[config.mk]
export PLATFORM = sky130hd
export DESIGN_NAME = sarseq_top
export DESIGN_NICKNAME = d
export VERILOG_FILES = /design/src/sarseq_pkg.sv /design/src/sarseq_top.sv /design/src/sarseq_sync.sv
export SDC_FILE = /design/constraint.sdc
export NUM_CORES = 1
export LEC_CHECK = 0
export BUFFER_PORTS_ARGS = -buffer_cell sky130_fd_sc_hd__buf_2
export CAP_MARGIN = 20
export CORE_AREA = 5 5 134 136
export DETAILED_ROUTE_END_ITERATION = 8
export DIE_AREA = 0 0 139 141
export PLACE_DENSITY = 0.84
export SYNTH_ARGS = -nofsm -noshare
export SYNTH_HDL_FRONTEND = slang
export SYNTH_SLANG_ARGS = --single-unit
[constraint.sdc]
create_clock -name clock -period 3.42 [get_ports clock]
set_input_delay 0 -clock clock [delete_from_list [all_inputs] [get_ports clock]]
set_output_delay 0 -clock clock [all_outputs]
set_load 0.02 [all_outputs]
[src/sarseq_pkg.sv]
package sarseq_pkg;

    // System clock and the converter clock derived from it by a tick divider.
    localparam int SYS_CLK_HZ  = 50_000_000;
    localparam int CONV_CLK_HZ = 2_000_000;
    localparam int CONV_MIN_HZ = 500_000;
    localparam int CONV_MAX_HZ = 4_000_000;
    localparam int DIV_RATIO   = SYS_CLK_HZ / CONV_CLK_HZ;

    localparam int DIV_W = 5;
    localparam logic [DIV_W-1:0] DIV_LAST = DIV_W'(DIV_RATIO - 1);

    // Phase lengths in converter clock periods.
    localparam int CNT_W = 11;
    localparam logic [CNT_W-1:0] CAL_TICKS     = 11'h574;
    localparam logic [CNT_W-1:0] CAL_OFS_TICKS = 11'h064;
    localparam logic [CNT_W-1:0] AZ_TICKS      = 11'h01a;
    localparam logic [CNT_W-1:0] SAMPLE_TICKS  = 11'h007;
    localparam logic [6:0]       LAD_SLOT_TICKS = 7'h6c;

    // Result word layout.
    localparam int RES_W = 13;
    localparam int MAG_W = 12;
    localparam logic [3:0] SIGN_IDX = 4'hc;
    localparam logic [RES_W-1:0] RESULT_RST = 13'h0000;
    localparam logic [RES_W-1:0] TEST_MASK  = 13'h006c;
    localparam logic [RES_W-1:0] OE_OFF     = 13'h1fff;

    // Correction memory.
    localparam int CORR_W = 8;
    localparam int CORR_N = 12;
    localparam logic [CORR_W-1:0] CORR_RST = 8'h00;

    typedef struct packed {
        logic cs_n;
        logic wr_n;
        logic rd_n;
        logic cal_n;
        logic az_n;
    } sarseq_host_s;

    localparam sarseq_host_s HOST_IDLE = 5'h1f;

    typedef enum logic [2:0] {
        ST_IDLE    = 3'b000,
        ST_CAL_OFS = 3'b001,
        ST_CAL_LAD = 3'b010,
        ST_AZ      = 3'b011,
        ST_SAMPLE  = 3'b100,
        ST_SAR     = 3'b101
    } sarseq_state_e;

endpackage : sarseq_pkg

[src/sarseq_top.sv]
`timescale 1ns/1ps
module sarseq_top
    import sarseq_pkg::*;
(
    input  wire logic              clock,
    input  wire logic              rst_n,
    input  wire logic              cs_n,
    input  wire logic              wr_n,
    input  wire logic              rd_n,
    input  wire logic              cal_n,
    input  wire logic              offset_null_select_n,
    input  wire logic              comp_high,
    output      logic [RES_W-1:0]  result_bus_out,
    output      logic [RES_W-1:0]  result_bus_oe_n,
    output      logic              ready_flag,
    output      logic              done_n,
    output      logic [MAG_W-1:0]  dac_code,
    output      logic              dac_sign,
    output      logic [CORR_W-1:0] trim_word,
    output      logic              sample_en,
    output      logic              offset_meas_en,
    output      logic              ladder_meas_en
);

    sarseq_host_s      raw;
    sarseq_host_s      syn;
    sarseq_host_s      prev_r;
    sarseq_state_e     state_r;
    sarseq_state_e     state_nxt;
    logic [CNT_W-1:0]  cnt_r;
    logic [CNT_W-1:0]  cnt_nxt;
    logic [3:0]        idx_r;
    logic [3:0]        idx_nxt;
    logic [DIV_W-1:0]  div_r;
    logic              tick_r;
    logic [RES_W-1:0]  sar_r;
    logic [RES_W-1:0]  result_r;
    logic [RES_W-1:0]  result_out_r;
    logic [RES_W-1:0]  result_oe_n_r;
    logic              ready_r;
    logic              done_n_r;
    logic [CORR_W-1:0] ofs_corr_r;
    logic [CORR_W-1:0] acc_r;
    logic [6:0]        slot_cnt_r;
    logic [3:0]        slot_idx_r;
    logic [CORR_W-1:0] corr_mem [CORR_N];
    logic [CORR_W-1:0] trim_r;
    logic              sample_r;
    logic              ofs_meas_r;
    logic              lad_meas_r;
    logic              cal_busy;
    logic              cal_req;
    logic              conv_reset;
    logic              wr_start;
    logic              abort;
    logic              finish;
    logic              reading;
    logic              test_mode;

    function automatic logic is_cal(input sarseq_state_e s);
        is_cal = (s == ST_CAL_OFS) || (s == ST_CAL_LAD);
    endfunction : is_cal

    function automatic logic is_last(input logic [CNT_W-1:0] c,
                                     input logic [CNT_W-1:0] len);
        is_last = (c == len - 11'h001);
    endfunction : is_last

    function automatic logic [CORR_W-1:0] step(input logic [CORR_W-1:0] a,
                                               input logic up);
        step = up ? a + 8'h01 : a - 8'h01;
    endfunction : step

    assign raw = '{cs_n: cs_n, wr_n: wr_n, rd_n: rd_n, cal_n: cal_n,
                   az_n: offset_null_select_n};

    sarseq_sync u_sync (
        .clock  (clock),
        .rst_n  (rst_n),
        .raw    (raw),
        .synced (syn)
    );

    always_ff @(posedge clock or negedge rst_n) begin
        if (!rst_n) begin
            prev_r <= HOST_IDLE;
        end else begin
            prev_r <= syn;
        end
    end

    // The converter clock is a tick pulse; the ratio keeps it in the legal range.
    always_ff @(posedge clock or negedge rst_n) begin
        if (!rst_n) begin
            div_r  <= '0;
            tick_r <= 1'b0;
        end else begin
            tick_r <= (div_r == DIV_LAST);
            div_r  <= (div_r == DIV_LAST) ? '0 : div_r + 5'h01;
        end
    end

    assign cal_busy   = is_cal(state_r);
    assign cal_req    = !syn.cal_n;
    assign conv_reset = !syn.cs_n && !syn.wr_n;
    assign wr_start   = !prev_r.wr_n && syn.wr_n && !prev_r.cs_n;
    assign abort      = cal_req || conv_reset || wr_start;
    assign finish     = (state_r == ST_SAR) && tick_r && !abort && (idx_r == 4'h0);
    assign reading    = !syn.cs_n && !syn.rd_n;
    assign test_mode  = !syn.cs_n && !syn.cal_n && syn.rd_n;

    always_comb begin
        state_nxt = state_r;
        cnt_nxt   = cnt_r;
        idx_nxt   = idx_r;
        if (cal_busy) begin
            if (tick_r) begin
                cnt_nxt = cnt_r + 11'h001;
                if (is_last(cnt_r, CAL_TICKS)) begin
                    state_nxt = ST_IDLE;
                    cnt_nxt   = '0;
                end else if (is_last(cnt_r, CAL_OFS_TICKS)) begin
                    state_nxt = ST_CAL_LAD;
                end
            end
        end else if (cal_req) begin
            state_nxt = ST_CAL_OFS;
            cnt_nxt   = '0;
        end else if (conv_reset) begin
            state_nxt = ST_IDLE;
            cnt_nxt   = '0;
        end else if (wr_start) begin
            state_nxt = syn.az_n ? ST_SAMPLE : ST_AZ;
            cnt_nxt   = '0;
        end else if (tick_r) begin
            case (state_r)
                ST_AZ: begin
                    cnt_nxt = cnt_r + 11'h001;
                    if (is_last(cnt_r, AZ_TICKS)) begin
                        state_nxt = ST_SAMPLE;
                        cnt_nxt   = '0;
                    end
                end
                ST_SAMPLE: begin
                    cnt_nxt = cnt_r + 11'h001;
                    if (is_last(cnt_r, SAMPLE_TICKS)) begin
                        state_nxt = ST_SAR;
                        cnt_nxt   = '0;
                        idx_nxt   = SIGN_IDX;
                    end
                end
                ST_SAR: begin
                    if (idx_r == 4'h0) begin
                        state_nxt = ST_IDLE;
                    end else begin
                        idx_nxt = idx_r - 4'h1;
                    end
                end
                default: begin
                    state_nxt = state_r;
                end
            endcase
        end
    end

    // Power-up enters calibration straight from reset.
    always_ff @(posedge clock or negedge rst_n) begin
        if (!rst_n) begin
            state_r <= ST_CAL_OFS;
            cnt_r   <= '0;
            idx_r   <= SIGN_IDX;
        end else begin
            state_r <= state_nxt;
            cnt_r   <= cnt_nxt;
            idx_r   <= idx_nxt;
        end
    end

    // Approximation register: sign step, then one trial bit per tick.
    always_ff @(posedge clock or negedge rst_n) begin
        if (!rst_n) begin
            sar_r <= RESULT_RST;
        end else if (state_r != ST_SAR && state_nxt == ST_SAR) begin
            sar_r <= RESULT_RST;
        end else if (state_r == ST_SAR && tick_r && !abort) begin
            if (idx_r == SIGN_IDX) begin
                sar_r[RES_W-1] <= !comp_high;
                sar_r[MAG_W-1] <= 1'b1;
            end else begin
                sar_r[idx_r] <= comp_high;
                if (idx_r != 4'h0) begin
                    sar_r[idx_r - 4'h1] <= 1'b1;
                end
            end
        end
    end

    // Output latch keeps sign in bit 12 and magnitude below it.
    always_ff @(posedge clock or negedge rst_n) begin
        if (!rst_n) begin
            result_r <= RESULT_RST;
        end else if (finish) begin
            result_r <= {sar_r[RES_W-1:1], comp_high};
        end
    end

    // Offset correction from calibration and from each null cycle.
    always_ff @(posedge clock or negedge rst_n) begin
        if (!rst_n) begin
            ofs_corr_r <= CORR_RST;
        end else if (tick_r && (state_r == ST_CAL_OFS || state_r == ST_AZ)) begin
            ofs_corr_r <= step(ofs_corr_r, comp_high);
        end
    end

    // Ladder mismatch: one correction word per magnitude bit.
    always_ff @(posedge clock or negedge rst_n) begin
        if (!rst_n) begin
            acc_r      <= CORR_RST;
            slot_cnt_r <= '0;
            slot_idx_r <= '0;
        end else if (state_r != ST_CAL_LAD) begin
            acc_r      <= CORR_RST;
            slot_cnt_r <= '0;
            slot_idx_r <= '0;
        end else if (tick_r) begin
            if (slot_cnt_r == LAD_SLOT_TICKS - 7'h01) begin
                acc_r      <= CORR_RST;
                slot_cnt_r <= '0;
                slot_idx_r <= slot_idx_r + 4'h1;
            end else begin
                acc_r      <= step(acc_r, comp_high);
                slot_cnt_r <= slot_cnt_r + 7'h01;
            end
        end
    end

    always_ff @(posedge clock) begin
        if (state_r == ST_CAL_LAD && tick_r && slot_cnt_r == LAD_SLOT_TICKS - 7'h01
            && slot_idx_r < SIGN_IDX) begin
            corr_mem[slot_idx_r] <= step(acc_r, comp_high);
        end
    end

    always_ff @(posedge clock or negedge rst_n) begin
        if (!rst_n) begin
            trim_r     <= CORR_RST;
            sample_r   <= 1'b0;
            ofs_meas_r <= 1'b1;
            lad_meas_r <= 1'b0;
        end else begin
            trim_r     <= (state_r == ST_SAR && idx_r < SIGN_IDX) ? corr_mem[idx_r]
                                                                  : ofs_corr_r;
            sample_r   <= (state_nxt == ST_SAMPLE);
            ofs_meas_r <= (state_nxt == ST_CAL_OFS) || (state_nxt == ST_AZ);
            lad_meas_r <= (state_nxt == ST_CAL_LAD);
        end
    end

    // Busy is low through calibration and approximation only.
    always_ff @(posedge clock or negedge rst_n) begin
        if (!rst_n) begin
            ready_r <= 1'b0;
        end else begin
            ready_r <= !(is_cal(state_nxt) || state_nxt == ST_SAR);
        end
    end

    // Completion flag: finishing wins over a read clear in the same cycle; an abort blocks finishing, so its clear wins.
    always_ff @(posedge clock or negedge rst_n) begin
        if (!rst_n) begin
            done_n_r <= 1'b1;
        end else if (finish) begin
            done_n_r <= 1'b0;
        end else if (reading || conv_reset || wr_start || (cal_req && !cal_busy)) begin
            done_n_r <= 1'b1;
        end
    end

    always_ff @(posedge clock or negedge rst_n) begin
        if (!rst_n) begin
            result_out_r  <= RESULT_RST;
            result_oe_n_r <= OE_OFF;
        end else if (reading) begin
            result_out_r  <= result_r;
            result_oe_n_r <= '0;
        end else if (test_mode) begin
            result_out_r  <= sar_r & TEST_MASK;
            result_oe_n_r <= ~TEST_MASK;
        end else begin
            result_out_r  <= result_r;
            result_oe_n_r <= OE_OFF;
        end
    end

    assign result_bus_out  = result_out_r;
    assign result_bus_oe_n = result_oe_n_r;
    assign ready_flag      = ready_r;
    assign done_n          = done_n_r;
    assign dac_code        = sar_r[MAG_W-1:0];
    assign dac_sign        = sar_r[RES_W-1];
    assign trim_word       = trim_r;
    assign sample_en       = sample_r;
    assign offset_meas_en  = ofs_meas_r;
    assign ladder_meas_en  = lad_meas_r;
endmodule : sarseq_top

[src/sarseq_sync.sv]
`timescale 1ns/1ps
module sarseq_sync
    import sarseq_pkg::*;
(
    input  wire logic         clock,
    input  wire logic         rst_n,
    input  wire sarseq_host_s raw,
    output      sarseq_host_s synced
);

    sarseq_host_s meta_r;

    // Two flip-flops per strobe; the first is read only by the second.
    always_ff @(posedge clock or negedge rst_n) begin
        if (!rst_n) begin
            meta_r <= HOST_IDLE;
            synced <= HOST_IDLE;
        end else begin
            meta_r <= raw;
            synced <= meta_r;
        end
    end

endmodule : sarseq_sync

==> impl_results.md <==
* CTS H-Tree Depth at 1
* Top cell type's share of synthesized area at 0.2946
* Tmin final at 2.895 ns
* Critical R2R Launch: acc_r[0]$_DFFE_PN0P_
* Core Box Area at around 0.017 mm2
* RSZ-0062 raised after global routing: no
* First-pass DRT Iterations at 5
* CP Launch Point: comp_high
* Clock root buffer: clkbuf_16
* Most frequent cells in the layout: 97 x dfrtp_1, 96 x edfxtp_1, 58 x buf_2
* Vias in the first global route at 6279
* Via Count at 6341
* CTS sink count at ~210
* Top cells by area, synth: edfxtp_1 29%, dfrtp_1 25%, mux4_2 5.5%
* Worst Setup EP: corr_mem[8][6]$_DFFE_PP_
* Number of enable flip-flop cells after synthesis at 96
* Final Hold Viols at 0
* Reg2Reg Depth at 8
* Tightest Pin Transition at 1.027 ns
* Total gr overflow at 0
* Yosys cell types at 72
* Die area at 0.01960 mm2
* Io pins at 60
* DP Cell Count at a little over 1000
* Yosys reg bits at between 200 and 250
* Critical path arrival at 3.11 ns
* Clock transition at path regs at about 0.06 ns
* 1st-iter DRT viols at 691
* Num rows at 48
* VDD IR-drop max at 0.3477 mV
* Max Clock Skew at 0.02328 ns
* Slew Viols, Final at 0
* Mapped Cells at between 700 and 800
* Maximum fanout along the worst path at 16
* Detailed Route WL at slightly above 20000 um
* Max-Cap Viols at 0
* Max-slew headroom at 0.3102
* IO Port Bufs at 59
* Hold WC Path Type: in -> async
* Overall routing resource usage at 0.2110
* Layout cells sized above 1 at 0.2371
* Die width at between 100 and 150 um
* Ys Warns at 0
* Seq/Total Area, Yosys at 0.5961
* GPL Wtd Cong at 0.8079
* Top FF cell, synth: dfrtp_1
* Type of origin of the critical path: input port
* Number of diodes at 0
* Crit. End Element: flip-flop
* Avg WL per Cell at 19.63 um
* Die Span Y at 141 um
* R2r setup slk at around 0.7 ns
* Cell taking the most area after synthesis: edfxtp_1
* Most common cell after layout, fill and taps aside: dfrtp_1
* Residual DRC count at 0
* Setup Crit Path Kind: in -> reg
* Final period util at 0.8465
* Num CTS Buffers at 23
* Initial antenna violation count at 0
* PD cells at 480.2 mW/mm2
* Nets@finish at 852
* Clock Tree Buf Depth at 3
* # fillers at around 1200
* Mean post-synth cell area at 13.01 um2
* TritonCTS clock tree: done
* Layout Cells excl Fill at roughly 1100
* Status: finished, final reports clean
* FMAX at roughly 350 MHz
* Reg2reg end: corr_mem[8][6]$_DFFE_PP_
* Initial Utilization at 0.5820
* Largest net degree at the start of global routing at 55
* Area Overhead vs Synth at 12.69%
* Detail Route Antenna Nets at 0
* Setup TNS at 0 ns
* Clock latency on the worst-skew pair at 0.51 ns
* Cell Area, Synth at 0.009787 mm2
* Vias per std cell at 6.005
* Leakage Power at 4.347 nW
* CP Data Required Time at roughly 3.6 ns
* Post-synth ARST share at 0.5493
* First-pass GRT wire length at 33320 um
* Syn_nets at 789
* Final setup fails at 0
* Hpwl dp at 13180 um
-- registers in the layout, indices dropped and copies added, names as in the netlist --
name,flops
u_sync.meta_r,5
acc_r,8
div_r,5
state_r,3
slot_cnt_r,7
ofs_corr_r,8
ladder_meas_en,1
tick_r,1
prev_r,2
idx_r,4
result_bus_out,13
result_r,13
slot_idx_r,4
u_sync.synced,5
sample_en,1
sar_r,13
cnt_r,11
done_n,1
corr_mem,96
result_bus_oe_n,2
offset_meas_en,1
trim_word,8
ready_flag,1
-- per-stage QoR --
stage	instance area [um2]	setup WS [ns]	hold WS (ns)	utilization	total power [W]
floorplan	9787	0.9580	-0.2956	-	0.002927
global placement	10240	0.8744	0.07085	0.6092	0.002994
detailed placement	10240	0.7052	0.07323	0.6092	0.003005
CTS	11020	0.6569	0.09184	0.6554	0.005320
global route	11030	0.3754	0.1549	0.6559	0.005458
finish	11030	0.5249	0.07839	0.6559	0.005296
-- cell families (layout without fill, tap and decap cells) --
kind of cell	Yosys count	count (layout)	share of synthesized area
AND/OR/NAND/NOR	224	224	0.1226
flip-flops	213	213	0.5961
AO/OA/AOI/OAI	142	142	0.09742
multiplexers	65	65	0.1007
buffers and inverters	63	142	0.03017
adder cells (fa/ha/maj)	29	29	0.03861
XOR/XNOR	16	16	0.01432
-- Yosys cell counts, types with 3 or more instances --
cell type and number:
a21boi_0 3, a21o_1 5, a21oi_1 27, a22o_1 15, a22oi_1 7, a31oi_1 5, and2_1 17, and3_1 6
buf_2 5, buf_4 12, clkbuf_1 21, dfrtp_1 98, dfstp_2 19, edfxtp_1 96, ha_1 27, inv_1 22
mux2_2 28, mux2i_1 13, mux4_2 24, nand2_1 52, nand2b_1 5, nand3_1 18, nand3b_1 3, nand4_1 7
nor2_1 47, nor2b_1 18, nor3_1 17, nor3b_1 3, nor4_1 4, o21a_1 5, o21ai_0 45, o22ai_1 3
o2bb2ai_1 3, o31ai_1 3, or3_1 5, or4_1 3, xnor2_1 11, xor2_1 5
-- routing by layer --
metal  wire, um  vias to the layer above  track usage
met5          0                        -            0
met1       8693                     3182       0.2903
met4        468                        0      0.06231
met2      10380                      210       0.3536
met3       1182                       40      0.03189
li1           -                     2909            -
-- cell type report --
| class | instances | area, um2 | area share |
|---|---|---|---|
| clock buffers | 28 | 604.3 | 0.05479 |
| clock inverters | 13 | 102.6 | 0.009302 |
| inverters | 22 | 82.58 | 0.007487 |
| multi-input cells | 476 | 3657 | 0.3316 |
| flip-flops and latches | 213 | 5836 | 0.5291 |
| well taps | 225 | 281.5 | 0.02552 |
| repair buffers | 79 | 465.4 | 0.04220 |
-- report_power, final --
group / leakage [nW] / switching (W) / internal [W] / total, W
clock: 0.345 / 0.000993 / 0.00134 / 0.00233
combinational: 1.63 / 0.000142 / 0.0000849 / 0.000227
sequential: 2.37 / 0.0000215 / 0.00271 / 0.00274
total: 4.35 / 0.00116 / 0.00414 / 0.00530
-- worst min-delay path by stage --
stage	startpoint	end	depth (start not counted)
global route	rst_n	result_bus_out[0]$_DFF_PN0_	2
floorplan	rst_n	acc_r[0]$_DFFE_PN0P_	0
CTS	rst_n	sar_r[1]$_DFFE_PN0P_	2
detailed placement	rst_n	result_bus_out[4]$_DFF_PN0_	1
finish	rst_n	result_bus_out[0]$_DFF_PN0_	2
global placement	rst_n	result_bus_out[4]$_DFF_PN0_	1
-- worst max-delay path: stages --
cell	delay, ns
dlygate4sd3_1	0.55
buf_2	0.22
inv_1	0.52
ha_1	0.37
nor2b_1	0.14
o21ai_0	0.20
a21boi_0	0.15
o21ai_0	0.24
a21boi_0	0.18
nor2_1	0.51
-- what timing repair did --
action,in CTS,in global routing
endpoints found under the hold margin,62,0
gates resized for setup,0,0
setup endpoints to repair,0,0
hold buffers,7,0
buffers inserted,0,0
(Power assumes the default switching activity.)
